## src/cmx_pkg.sv

```systemverilog
// Shared constants and carrier types for the comparator mux sequencer
package cmx_pkg;

  // Serial programming word layout
  localparam int unsigned MUX_BITS_4CH    = 3;
  localparam int unsigned MUX_BITS_2CH    = 2;
  localparam int unsigned THR_BITS        = 8;
  localparam int unsigned CNT_W           = 4;
  localparam int unsigned CH_COUNT_DEF    = 4;

  // Route vector layout: channels 0..3 then the common input
  localparam int unsigned ROUTE_POS_W     = 4;
  localparam int unsigned ROUTE_NEG_W     = 5;
  localparam int unsigned ROUTE_COM_BIT   = 4;

  // Reset values
  localparam logic [7:0]  THR_RST         = 8'h00;
  localparam logic [2:0]  MUX_RST         = 3'h0;
  localparam logic [3:0]  CNT_RST         = 4'h0;
  localparam logic [3:0]  POS_RST         = 4'h0;
  localparam logic [4:0]  NEG_RST         = 5'h00;
  localparam logic        OUT_RST         = 1'b0;

  typedef enum logic [1:0] {
    CMX_IDLE,
    CMX_ADDR,
    CMX_RUN
  } cmx_state_e;

  // Multiplexer assignment word as shifted in
  typedef struct packed {
    logic single_ended_flag;
    logic odd_sign;
    logic select;
  } cmx_cfg_s;

  // Analog switch routing derived from the assignment word
  typedef struct packed {
    logic [3:0] pos;
    logic [4:0] neg;
  } cmx_route_s;

endpackage

```

## src/cmx_sequencer.sv

```systemverilog
// Serial programming, mux routing and phase sequencing for a sampled-data comparator
`timescale 1ns/100ps

// What this block does
// Each comparison zeroes on the first input, then compares with the second.
// Positive input is sampled while clock high, negative while clock low.
// Result appears half a cycle after sampling; output changes only on falling edge.
// Positive input step reaches output within one to two clock cycles.
// Negative input step reaches output within half to one and a half cycles.
// Input change missing the pending decision shows one full cycle later.
// Channel, mode and polarity are fixed by addressing before comparing starts.
// The controller sends channel and polarity bits serially on serial_in.
// Differential pairs are only channels 0 with 1 and 2 with 3.
// Four-channel single-ended codes 00,01,10,11 pick channels 0,2,1,3 against common.
// Four-channel differential codes give 0+/1-, 2+/3-, 0-/1+, 2-/3+.
// Two-channel codes pick channel 0 or 1, or 0+/1- and 0-/1+.
// Two-channel common negative input is internally analog ground.
// Controller holds chip select low throughout and clocks data on rising edges.
// Leading zeros ignored; first one starts; mux bits then threshold LSB first.
// After last bit, serial_in ignored, output enabled, undefined for 1.5 cycles.
// Chip select high clears everything; new setup needs full reprogramming.
// While chip select high, output floats and shift logic stays idle.
// Once programmed, comparisons repeat every cycle until chip select rises.
module cmx_sequencer
  import cmx_pkg::*;
#(
  parameter int unsigned CHANNELS = CH_COUNT_DEF
) (
  // System
  input  wire logic              clk,
  input  wire logic              reset,
  // Serial link pins from the controller
  input  wire logic              cs_n_pin,
  input  wire logic              dev_clk_pin,
  input  wire logic              serial_in,
  // Decision from the analog comparator
  input  wire logic              cmp_in,
  // Serial result pin
  output logic                   data_out,
  output logic                   data_oe,
  // Analog switch and threshold control
  output logic [3:0]             pos_route,
  output logic [4:0]             neg_route,
  output logic                   pos_phase,
  output logic                   neg_phase,
  output logic [THR_BITS-1:0]    threshold_level,
  output logic                   single_ended_flag,
  output logic                   programmed
);

  localparam int unsigned MUX_BITS = (CHANNELS == 4) ? MUX_BITS_4CH : MUX_BITS_2CH;
  localparam int unsigned TOTAL    = MUX_BITS + THR_BITS;
  localparam logic [CNT_W-1:0] LAST_BIT = CNT_W'(TOTAL - 1);

  generate
    if (CHANNELS != 4 && CHANNELS != 2) begin : g_bad_channels
      $error("CHANNELS must be 2 or 4");
    end
  endgenerate

  // Pin synchronisers; stage one feeds stage two only
  logic       dclk_s1;
  logic       dclk_s2;
  logic       dclk_s3;
  logic       cs_n_s1;
  logic       cs_n_s2;
  logic       si_s1;
  logic       si_s2;
  logic       cmp_s1;
  logic       cmp_s2;

  always_ff @(posedge clk or posedge reset) begin
    if (reset) begin
      dclk_s1 <= 1'b0;
      dclk_s2 <= 1'b0;
      dclk_s3 <= 1'b0;
      cs_n_s1 <= 1'b1;
      cs_n_s2 <= 1'b1;
      si_s1   <= 1'b0;
      si_s2   <= 1'b0;
      cmp_s1  <= 1'b0;
      cmp_s2  <= 1'b0;
    end else begin
      dclk_s1 <= dev_clk_pin;
      dclk_s2 <= dclk_s1;
      dclk_s3 <= dclk_s2;
      cs_n_s1 <= cs_n_pin;
      cs_n_s2 <= cs_n_s1;
      si_s1   <= serial_in;
      si_s2   <= si_s1;
      cmp_s1  <= cmp_in;
      cmp_s2  <= cmp_s1;
    end
  end

  logic dclk_rise;
  logic dclk_fall;

  assign dclk_rise = dclk_s2 & ~dclk_s3;
  assign dclk_fall = ~dclk_s2 & dclk_s3;

  // Map the assignment word onto the analog switches
  function automatic cmx_route_s decode_route(input cmx_cfg_s cfg, input logic four_ch);
    cmx_route_s r;
    logic       sel;
    r   = '{pos: POS_RST, neg: NEG_RST};
    sel = four_ch & cfg.select;
    if (cfg.single_ended_flag) begin
      // Odd/sign picks the odd channel; select picks the upper pair
      r.pos[{sel, cfg.odd_sign}] = 1'b1;
      // On the two-channel part this common leg is analog ground
      r.neg[ROUTE_COM_BIT]       = 1'b1;
    end else begin
      // Only adjacent pairs exist, so no other pairing can be decoded
      r.pos[{sel, cfg.odd_sign}]  = 1'b1;
      r.neg[{sel, ~cfg.odd_sign}] = 1'b1;
    end
    return r;
  endfunction

  // Programming and sequencing state
  cmx_state_e          state_reg;
  cmx_state_e          state_next;
  logic [CNT_W-1:0]    cnt_reg;
  logic [CNT_W-1:0]    cnt_next;
  logic [2:0]          mux_reg;
  logic [2:0]          mux_next;
  logic [THR_BITS-1:0] thr_reg;
  logic [THR_BITS-1:0] thr_next;
  logic                dec_reg;
  logic                dec_next;
  logic                dec_valid_reg;
  logic                dec_valid_next;
  logic                dout_reg;
  logic                dout_next;
  logic                oe_reg;
  logic                oe_next;
  cmx_route_s          route_reg;
  cmx_route_s          route_next;
  logic                pos_ph_reg;
  logic                pos_ph_next;
  logic                neg_ph_reg;
  logic                neg_ph_next;
  cmx_cfg_s            cfg;

  always_comb begin
    cfg = (CHANNELS == 4) ? cmx_cfg_s'(mux_reg) : cmx_cfg_s'({mux_reg[1:0], 1'b0});
  end

  always_comb begin
    state_next     = state_reg;
    cnt_next       = cnt_reg;
    mux_next       = mux_reg;
    thr_next       = thr_reg;
    dec_next       = dec_reg;
    dec_valid_next = dec_valid_reg;
    dout_next      = dout_reg;
    oe_next        = oe_reg;
    route_next     = route_reg;
    case (state_reg)
      CMX_IDLE: begin
        if (dclk_rise && si_s2) begin
          state_next = CMX_ADDR;
          cnt_next   = CNT_RST;
        end
      end
      CMX_ADDR: begin
        if (dclk_rise) begin
          if (cnt_reg < CNT_W'(MUX_BITS)) begin
            mux_next = {mux_reg[1:0], si_s2};
          end else begin
            thr_next = {si_s2, thr_reg[THR_BITS-1:1]};
          end
          cnt_next = cnt_reg + CNT_W'(1);
          if (cnt_reg == LAST_BIT) begin
            // Last bit taken: serial_in is ignored from here on
            state_next = CMX_RUN;
            oe_next    = 1'b1;
          end
        end
      end
      CMX_RUN: begin
        // Routing is decoded again every run cycle from the frozen word, so it holds while selected
        route_next = decode_route(cfg, CHANNELS == 4);
        // Decision is strobed at the end of the low (negative) half period
        if (dclk_rise) begin
          dec_next       = cmp_s2;
          dec_valid_next = 1'b1;
        end
        // Leaving the output alone until a decision exists gives the undefined 1.5 cycles
        if (dclk_fall && dec_valid_reg) begin
          dout_next = dec_reg;
        end
      end
      default: begin
        state_next = CMX_IDLE;
      end
    endcase
    // Chip select high overrides everything and wipes all programming
    if (cs_n_s2) begin
      state_next     = CMX_IDLE;
      cnt_next       = CNT_RST;
      mux_next       = MUX_RST;
      thr_next       = THR_RST;
      dec_next       = OUT_RST;
      dec_valid_next = 1'b0;
      dout_next      = OUT_RST;
      oe_next        = 1'b0;
      route_next     = '{pos: POS_RST, neg: NEG_RST};
    end
  end

  // Phase switches follow the device clock only while comparing
  always_comb begin
    pos_ph_next = (state_next == CMX_RUN) && dclk_s2;
    neg_ph_next = (state_next == CMX_RUN) && !dclk_s2;
  end

  always_ff @(posedge clk or posedge reset) begin
    if (reset) begin
      state_reg     <= CMX_IDLE;
      cnt_reg       <= CNT_RST;
      mux_reg       <= MUX_RST;
      thr_reg       <= THR_RST;
      dec_reg       <= OUT_RST;
      dec_valid_reg <= 1'b0;
      dout_reg      <= OUT_RST;
      oe_reg        <= 1'b0;
      route_reg     <= '{pos: POS_RST, neg: NEG_RST};
      pos_ph_reg    <= 1'b0;
      neg_ph_reg    <= 1'b0;
    end else begin
      state_reg     <= state_next;
      cnt_reg       <= cnt_next;
      mux_reg       <= mux_next;
      thr_reg       <= thr_next;
      dec_reg       <= dec_next;
      dec_valid_reg <= dec_valid_next;
      dout_reg      <= dout_next;
      oe_reg        <= oe_next;
      route_reg     <= route_next;
      pos_ph_reg    <= pos_ph_next;
      neg_ph_reg    <= neg_ph_next;
    end
  end

  assign data_out          = dout_reg;
  assign data_oe           = oe_reg;
  assign pos_route         = route_reg.pos;
  assign neg_route         = route_reg.neg;
  assign pos_phase         = pos_ph_reg;
  assign neg_phase         = neg_ph_reg;
  assign threshold_level   = thr_reg;
  assign single_ended_flag = mux_reg[MUX_BITS-1];
  assign programmed        = oe_reg;
endmodule

```

## config.mk

```make
export PLATFORM = sky130hd
export DESIGN_NAME = cmx_sequencer
export DESIGN_NICKNAME = d
export VERILOG_FILES = /design/src/cmx_pkg.sv /design/src/cmx_sequencer.sv
export SDC_FILE = /design/constraint.sdc
export NUM_CORES = 1
export LEC_CHECK = 0
export BUFFER_PORTS_ARGS = -buffer_cell sky130_fd_sc_hd__buf_2
export CAP_MARGIN = 25
export CORE_MARGIN = 5
export CORE_UTILIZATION = 54
export CTS_BUF_LIST = sky130_fd_sc_hd__clkbuf_4 sky130_fd_sc_hd__clkbuf_8 sky130_fd_sc_hd__clkbuf_16
export DETAILED_ROUTE_END_ITERATION = 8
export PLACE_DENSITY = 0.77
export REMOVE_ABC_BUFFERS = 1
export SLEW_MARGIN = 40
export SYNTH_ARGS = -nofsm -noshare
export SYNTH_HDL_FRONTEND = slang
export SYNTH_SLANG_ARGS = --single-unit
```

## constraint.sdc

```tcl
create_clock -name clk -period 1.75 [get_ports clk]
set_input_delay 0.0875 -clock clk [delete_from_list [all_inputs] [get_ports clk]]
set_output_delay 0.0875 -clock clk [all_outputs]
set_load 0.01 [all_outputs]
```

==> results.md, run 1 <==
- R2R cell count: 4
- Via density per instance: 5.49
- Die span in x: 66.6 um
- Reg clk slew, reported paths: 0.11 ns
- Max VDD drop: 0.000477 V
- GRT overflow: 0
- Startpoint Class: flop
- Final Util: 67.2%
- P_leak: 0.945 nW
- Synth Instances: 167
- Unrepaired setup endpoints after global routing: false
- Average size of a mapped cell: 10.3 um^2
- Reg-to-Reg End: cfg[1]
- Drt wl/cell: 14.1 um
- Largest register FFs: 8
- DR vias: 1,346
- Fraction of layout cells with a size suffix above 1: a little under a quarter
- CP Data Required Time: 2.00 ns
- Post-DP HPWL: 2370 um
- Outcome: completed
- Clock latency on the worst-skew pair: around 0.35 ns
- # port buffers: 28
- Area leader, netlist: dfrtp_1
- Area growth from synthesis to layout: 18.7%
- Arr. time, crit path: 1.83 ns
- Reg2Reg Setup Slack: ~0.17 ns
- Worst Tran Pin Value: 0.491 ns
- Vias in the first global route: approximately 1,300
- Initial antenna violation count: 0
- TritonCTS buffer count: 5
- Final min period: 1.58 ns
- Hold path endpoint: cs_n_s2
- Full die area: about 4400 um^2
- Slew margin rel.: 67.3%
- Drt first pass iters: 4
- Site Rows: 20
- All-Layer GR Usage: 18.5%
- Yosys reg bits: 41
- Count of final setup violators: 0
- Hold-fix buffers at CTS: 5
- Pre-CTS setup slack: 0.210 ns
- Number of remaining DRC errors: 0
- Max-cap violations: 0
- Post-synthesis cell type count: 37
- H-tree levels: 2
- Most common cell after layout, fill and taps aside: dfrtp_1
- Ranking of synthesized cells by area: dfrtp_1 (56%), a21oi_1 (7.5%), nand3_1 (4.3%), o21ai_0 (3.2%), dfstp_2 (3.0%)
- Clk_skew: between 0.006 and 0.007 ns
- Reg2reg start: cnt_reg[0]
- Post-CTS sizing: 0
- CTS tree: done
- Clock sink count: 41
- Yosys warning count: 0
- Final period utilization: approximately 90%
- Yosys top cell area share: 56.5%
- Die H: approximately 67 um
- Remaining antenna violation count: 0
- HP Class: flop to flop
- Register area share after synthesis: between 50% and 60%
- Hold depth: 0
- Hold Vio Cnt, Final: 0
- Ant diodes: 0
- Nets: between 200 and 250
- Crit-path max FO: 11
- Clk root buf: clkbuf_4
- CP Capture Type: flop
- Crit Path Category: flop to flop
- Most frequent cells in the layout: dfrtp_1 (39), buf_2 (28), a21oi_1 (26), nand3_1 (15), nand2_1 (13)
- Final wirelength: around 3400 um
- Largest net degree at the start of global routing: 42
- Synthesized area: 1730 um^2
- I/O pin count: 29
- RD Place Congestion: 0.866
- Core Region: about 3100 um^2
- Final slew viol count: 0
- Hold Worst Slack: 0.364 ns
- PD cells: a little over 800 nW/um^2
- DR iter-0 viols: 63
- HP Start: cs_n_s1
- CTS Buffer Depth: 2
- TNS Setup: 0 ns
- Final worst slack: 0.169 ns
- Post-CTS Repair Setup Buffers: 0
- Initial Util: 56.6%
- Peak Freq: 632 MHz
- First-pass GRT wire length: just over 6000 um
-- per-layer routing --
| layer | up-vias | part of all wire (%) | global-route usage, % | wire, um |
|---|---|---|---|---|
| li1 | 650 | - | - | - |
| met2 | 42 | 49 | 30.1 | 1700 |
| met3 | 9 | 5.7 | 6.24 | 197 |
| met4 | 0 | 2.0 | 6.60 | 70 |
| met5 | - | 0 | 0 | 0 |
| met1 | 645 | 43 | 22.8 | 1480 |
-- critical path, stage by stage (launching register included) --
cell     delay, ns
dfrtp_1       0.44
ha_1          0.25
or3_1         0.48
o21ai_0       0.22
a21oi_1       0.09
-- area by class of cell --
class                   instances  area, um^2
multi-input cells             106         613
repair buffers                 40         243
clock inverters                 1        30.0
inverters                       6        22.5
fillers                       263        1000
clock buffers                   7        58.8
well taps                      44        55.1
flip-flops and latches         41        1030
-- through the flow --
stage | instance area [um^2] | power, mW | cells
global route | 2050 | 1.77 | 245
CTS | 2050 | 1.71 | 245
floorplan | 1660 | 1.02 | 153
detailed placement | 1910 | 1.05 | 232
global placement | 1910 | 1.05 | 232
finish | 2050 | 1.70 | 245
-- worst max path at each step --
stage	startpoint	to	slack, ns	cells after the start
global route	cnt_reg[0]	cfg[2]	0.02	4
CTS	cnt_reg[0]	cfg[1]	0.18	4
detailed placement	cnt_reg[0]	cfg[1]	0.21	4
global placement	cnt_reg[0]	cfg[2]	0.26	4
floorplan	state_reg[0]	data_out	0.24	3
finish	cnt_reg[0]	cfg[1]	0.17	4
-- where the power goes --
part	switching [mW]	internal [mW]	total, mW
Clock	0.304	0.357	0.661
Sequential	0.0133	0.961	0.975
Combinational	0.0405	0.0251	0.0656
Total	0.358	1.34	1.70
-- Yosys cell counts --
| master | count |
|---|---|
| dfrtp_1 | 39 |
| a21oi_1 | 26 |
| nand3_1 | 15 |
| nand2_1 | 13 |
| o21ai_0 | 11 |
| clkbuf_1 | 10 |
| inv_1 | 6 |
| nor2_1 | 5 |
| nand3b_1 | 3 |
| nor2b_1 | 3 |
| buf_2 | 2 |
| dfstp_2 | 2 |
| ha_1 | 2 |
| nand2b_1 | 2 |
| nand4b_1 | 2 |
| nor3_1 | 2 |
| o31ai_1 | 2 |
| or3_1 | 2 |
| or4b_1 | 2 |
| a211oi_1 | 1 |
| and3_1 | 1 |
| and3b_1 | 1 |
| and4bb_2 | 1 |
| buf_4 | 1 |
| dlygate4sd2_1 | 1 |
| mux2i_1 | 1 |
| nand4bb_1 | 1 |
| nor3b_1 | 1 |
| nor4_1 | 1 |
| o2111ai_1 | 1 |
| o211ai_1 | 1 |
| o21bai_1 | 1 |
| o221ai_1 | 1 |
| o22ai_1 | 1 |
| or2_2 | 1 |
| or3b_1 | 1 |
| or4_1 | 1 |
-- logic make-up (layout without fill, tap and decap cells) --
kind of cell	after synthesis	count (layout)	synth area share, %
fa+ha+maj	2	2	1.45
flops	41	41	59.5
simple gates	58	58	19.2
compound gates	45	45	14.3
mux	1	1	0.579
buf+inv	20	54	5.00
No activity file was read; power rests on OpenSTA's default activity.
==> run 2: changes to the inputs <==
Settings changed: ABC_AREA set to 1, BUFFER_PORTS_ARGS -buffer_cell sky130_fd_sc_hd__buf_2 to not set, CORE_UTILIZATION 54 to 61, DONT_BUFFER_PORTS set to 1.
==> run 2 against run 1 <==
Critical path depth is 1 higher. Non-clock buffer count down 34. Synthesized cell count is 14% higher. Worst setup slack improved by 0.25 ns.
==> results.md, run 2 <==
- Remaining antenna violation count: 0
- Largest family of logic cells by synthesized area: simple AND/OR/NAND/NOR gates
- Slowest cell delay on critical path: 0.67 ns
- Most common cell in the netlist: nand2_1
- Worst Tran Pin Value: 0.489 ns
- Reg2reg start: cs_n_s2
- Yosys top cell area share: between 50% and 60%
- Initial Util: a little under two thirds
- CP Buf/Inv Count: 2
- Clock sink count: 41
- All-Layer GR Usage: 17.6%
- Core Region: 2760 um^2
- Number of remaining DRC errors: 0
- Final min period: 1.33 ns
- Xor/xnor share of the synthesized area: 1.00%
- Area leader, netlist: dfrtp_1
- Largest register FFs: 8
- Commonest cells post-synth: nand2_1 (53), dfrtp_1 (39), inv_1 (22)
- Ant diodes: 0
- PD cells: roughly 830 nW/um^2
- Synthesized area: 1750 um^2
- CP Cell Sequence: inv_2 -> nand3_1 -> inv_1 -> nand2_1 -> o21ai_0
- Hold Vio Cnt, Final: 0
- Largest net degree at the start of global routing: 42
- CP Capture Type: flop
- Crit path launch: cs_n_s2
- TritonCTS buffer count: 5
- Post-synthesis cell type count: 24
- First-pass GRT wire length: 5550 um
- Startpoint Class: flop
- HP Class: input pin to asynchronous set/reset pin
- Critical Path Sink: cnt_reg[1]
- TNS Setup: 0 ns
- Ys async rst share: 100%
- Power, Total: 1.57 mW
- Yosys reg bits: 41
- EDFF count, synth: 0
- Final slew viol count: 0
- Synth Instances: 190
- Most frequent cells in the layout: nand2_1 (53), dfrtp_1 (39), inv_1 (22), nor2_1 (14), nand3_1 (11)
- I/O pin count: 29
- Die span in x: about 64 um
- Clock latency on the worst-skew pair: 0.34 ns
- Full die area: between 4000 and 5000 um^2
- Register area share after synthesis: approximately three fifths
- Critical Path Stages: 5
- Site Rows: 19
- Final wirelength: just over 3000 um
- P_leak: 0.990 nW
- Slowest stage cell, crit path: dfstp_2
- Reg clk slew, reported paths: around 0.12 ns
- Arr. time, crit path: 1.57 ns
- Post-DP HPWL: 2170 um
- R2R cell count: 5
- GRT overflow: 0
- DR iter-0 viols: 77
- CTS tree: done
- Clk_skew: 0.00697 ns
- Hold Worst Slack: 0.281 ns
- RD Place Congestion: 0.818
- Initial antenna violation count: 0
- Count of final setup violators: 0
- DR vias: 1,218
- Drt first pass iters: 4
- Crit-path max FO: 22
- Max VDD drop: roughly 0.00068 V
- Unrepaired setup endpoints after global routing: false
- # port buffers: 0
- CP Data Required Time: 1.99 ns
- Post-CTS Repair Setup Buffers: 0
- Most common cell after layout, fill and taps aside: nand2_1
- Vias in the first global route: 1,269
- Ranking of synthesized cells by area: dfrtp_1 (56%), nand2_1 (11%), inv_1 (4.7%), nand3_1 (3.1%), dfstp_2 (3.0%)
- Fillers: 221
- Final period utilization: 76.0%
- Ys flop type: dfrtp_1
- Nets: roughly 210
- Clk root buf: clkbuf_4
- H-tree levels: 2
- Max-cap violations: 0
- CTS Buffer Depth: 2
- Outcome: completed
- Average size of a mapped cell: 9.22 um^2
- Post-synthesis mux area share: 0%
- Die H: 63.6 um
- Reg-to-Reg End: cnt_reg[1]
- Compound-cell area share of the yosys netlist: 6.14%
- Crit Path Category: flop to flop
- CP top delay family: flip-flops
- Peak Freq: 752 MHz
- Area growth from synthesis to layout: 7.57%
- Yosys warning count: 0
- Synth Area in Simple Gates: 24.9%
- Slew margin rel.: between 60% and 70%
- Adder-Cell Fraction of Synth Area: 1.43%
- Reg2Reg Setup Slack: 0.42 ns
- Fraction of layout cells with a size suffix above 1: 13.5%
- Drt wl/cell: 13.4 um
- Via density per instance: 5.27
-- run 2: changes by cell type after synthesis, sizes merged, moves of 3 or more --
cell	change
a21oi	-23
nor2	+13
nand2	+45
inv	+21
clkbuf	-10
nor2b	-3
o21ai	+6
nand3	-4
nand4	+5
-- run 2: cell families (layout without fill, tap and decap cells) --
group / count (synthesis) / after routing
AOI/OAI and AO/OA: 20 / 20
xor gates and xnor gates: 2 / 2
adders and majority gates: 2 / 2
buffers and inverters: 31 / 41
DFF: 41 / 41
and+or+nand+nor: 94 / 94
-- run 2: layout make-up --
type	count	area, um^2	area share [%]
clock buffer	7	65.1	3.45
clock inverter	1	5.00	0.266
inverter	27	104	5.51
multi-input combinational	118	586	31.1
sequential	41	1030	54.6
tap	31	38.8	2.06
timing repair buffer	6	57.6	3.05
-- run 2: worst min path at each step --
stage                                    end  depth (start not counted)       from
after floorplan                      cs_n_s1                          0   cs_n_pin
after global placement               cs_n_s1                          0   cs_n_pin
after detailed placement             cs_n_s1                          0   cs_n_pin
after CTS                              si_s1                          1  serial_in
after global routing                 cs_n_s1                          1   cs_n_pin
final                     threshold_level[1]                          3      reset
-- run 2: per-layer routing --
layer	GRT usage (%)	up-vias	part of all wire, %	wire [um]
met3	6.39	7	7.6	234
met4	9.35	0	2.3	70
met1	20.2	565	41	1270
li1	-	609	-	-
met2	28.3	37	49	1530
met5	0	-	0	0
-- run 2: repair_timing --
| action | CTS | global route |
|---|---|---|
| endpoints found under the hold margin | 43 | 0 |
| setup endpoints to repair | 0 | 0 |
| hold buffers | 5 | 0 |
| gates resized for setup | 0 | 0 |
-- run 2: power breakdown --
| group | internal [mW] | total (mW) | switching (mW) |
|---|---|---|---|
| registers | 0.963 | 0.976 | 0.0133 |
| clock network | 0.233 | 0.525 | 0.292 |
| logic | 0.0205 | 0.0714 | 0.0509 |
| total | 1.22 | 1.57 | 0.356 |
-- run 2: stage by stage --
step	worst slack, ns	cells	util [%]	cell area (um^2)
after floorplan	0.599	186	-	1720
after global placement	0.491	218	64.0	1760
after detailed placement	0.442	218	64.0	1760
after CTS	0.427	231	68.3	1880
after global routing	0.338	231	68.3	1880
final	0.421	231	68.3	1880
-- run 2: worst register-to-register path: cells and delay by family (launching register included) --
| kind | cells | cell delay, ns |
|---|---|---|
| compound gates | 1 | 0.08 |
| buf+inv | 2 | 0.28 |
| flops | 1 | 0.67 |
| simple gates | 2 | 0.19 |
==> run 3: changes to the inputs <==
Settings changed: CORE_UTILIZATION 61 to 55, PLACE_DENSITY 0.77 to 0.73.
Clock period 1.75 ns to 1.2 ns, I/O delays scaled along.
==> run 3 against run 2 <==
Sequential power up 47%. Flip-flop and latch count stayed put. Via count up 5.7%. Critical path type unchanged.
==> results.md, run 3 (synthesized netlist as in run 2, its figures left out) <==
- Worst Tran Pin Value: between 0.4 and 0.5 ns
- Reg clk slew, reported paths: 0.12 ns
- Fillers: 250
- Post-DP HPWL: ~2200 um
- Reg-to-Reg End: cfg[2]
- Peak Freq: 834 MHz
- TNS Setup: 0 ns
- Final wirelength: 3470 um
- All-Layer GR Usage: 16.4%
- Fraction of layout cells with a size suffix above 1: between 20% and 30%
- First-pass GRT wire length: between 5000 and 6000 um
- Final Util: between 60% and 70%
- DR iter-0 viols: 93
- Full die area: 4410 um^2
- Count of final setup violators: 0
- Clock latency on the worst-skew pair: 0.33 ns
- Startpoint Class: flop
- Crit-path max FO: 5
- Max VDD drop: 0.000835 V
- CP Buf/Inv Count: 2
- Via density per instance: 5.01
- Critical Path Stages: 5
- I/O pin count: 29
- Hold depth: 1
- CP Cell Sequence: buf_6 -> nor2_4 -> nand3b_1 -> nand2_1 -> inv_1
- Largest net degree at the start of global routing: 42
- CP top delay family: flip-flops
- Reg2Reg Setup Slack: 0.0005 ns
- PD cells: 1120 nW/um^2
- P_leak: 1.06 nW
- Nets: 220
- Die H: 66.4 um
- Clk root buf: clkbuf_4
- Remaining antenna violation count: 0
- Slowest cell delay on critical path: 0.65 ns
- Slowest stage cell, crit path: dfstp_2
- Arr. time, crit path: roughly 1.4 ns
- HP Start: serial_in
- Max-cap violations: 0
- GRT overflow: 0
- CP Data Required Time: ~1.4 ns
- Final period utilization: 100%
- Most frequent cells in the layout: nand2_1 (47), dfrtp_1 (38), inv_1 (18)
- Die span in x: 66.4 um
- Largest register FFs: 8
- H-tree levels: 2
- Crit Path Category: flop to flop
- Slew margin rel.: 67.2%
- Number of remaining DRC errors: 0
- CTS tree: done
- CP Capture Type: flop
- Hold Vio Cnt, Final: 0
- Final min period: around 1.2 ns
- Area growth from synthesis to layout: 18.4%
- Initial Util: between 50% and 60%
- Initial antenna violation count: 0
- Unrepaired setup endpoints after global routing: true
- Ant diodes: 0
- Clock sink count: 41
- Placed cell count: 234
- Clk_skew: 0.00548 ns
- Site Rows: 20
- Hold path endpoint: si_s1
- Non-Filler Instances: 257
- Placed instance area: 1800 um^2
- CTS Buffer Depth: 2
- Drt wl/cell: 13.5 um
- Reg2reg start: cs_n_s2
- Most common cell after layout, fill and taps aside: nand2_1
- Drt first pass iters: 4
- Finished Cell Area: 2070 um^2
- Final slew viol count: 0
- DR vias: 1,287
- RD Place Congestion: 0.774
- Outcome: completed
- Vias in the first global route: roughly 1,200
- HP Class: input pin to flop
- Core Region: a little over 3000 um^2
- R2R cell count: 5
- # port buffers: 0
- TritonCTS buffer count: 5
[run 3: worst max path at each step]
| stage | start | end | slack [ns] |
|---|---|---|---|
| floorplan | cnt_reg[1] | threshold_level[3] | 0.05 |
| global placement | cnt_reg[1] | threshold_level[5] | -0.001 |
| detailed placement | cnt_reg[1] | threshold_level[5] | -0.06 |
| CTS | cnt_reg[0] | neg_phase | -0.003 |
| global route | cs_n_s2 | cfg[2] | -0.05 |
| finish | cs_n_s2 | cfg[2] | 0.0005 |
[run 3: metal layers]
layer / vias to the layer above / share of wire (%) / GRT usage, %
li1: 635 / - / -
met1: 622 / 43 / 20.5
met2: 24 / 51 / 25.8
met3: 6 / 5.5 / 5.95
met4: 0 / 1.1 / 6.35
met5: - / 0 / 0
[run 3: repair_timing]
item | CTS | global route
endpoints found under the setup margin | 12 | 18
pin swaps | 1 | 10
hold buffers | 5 | 0
resized for setup | 6 | 25
buffers inserted | 1 | 6
gates cloned | 1 | 2
hold endpoints to repair | 43 | 0
[run 3: metrics by stage]
step / setup WS (ns) / hold slack [ns] / total power, mW
finish: 0.000499 / 0.272 / 2.31
global route: -0.0485 / 0.250 / 2.43
CTS: -0.00314 / 0.249 / 2.31
detailed placement: -0.0649 / 0.0645 / 1.55
global placement: -0.00130 / 0.0646 / 1.54
floorplan: 0.0493 / 0.0645 / 1.52
[run 3: power breakdown]
part	switching [mW]	internal, mW
Sequential	0.0212	1.40
Clock	0.413	0.340
Combinational	0.0898	0.0467
Total	0.524	1.79
[run 3: cell type report]
type	instances	area, um^2	area share (%)
Clock buffer	7	65.1	3.14
Inverter	27	114	5.49
Multi-Input combinational cell	120	662	31.9
Tap cell	44	55.1	2.66
Sequential cell	41	1030	49.7
Clock inverter	1	5.00	0.241
Timing Repair inverter	1	6.26	0.302
Timing Repair Buffer	16	136	6.58
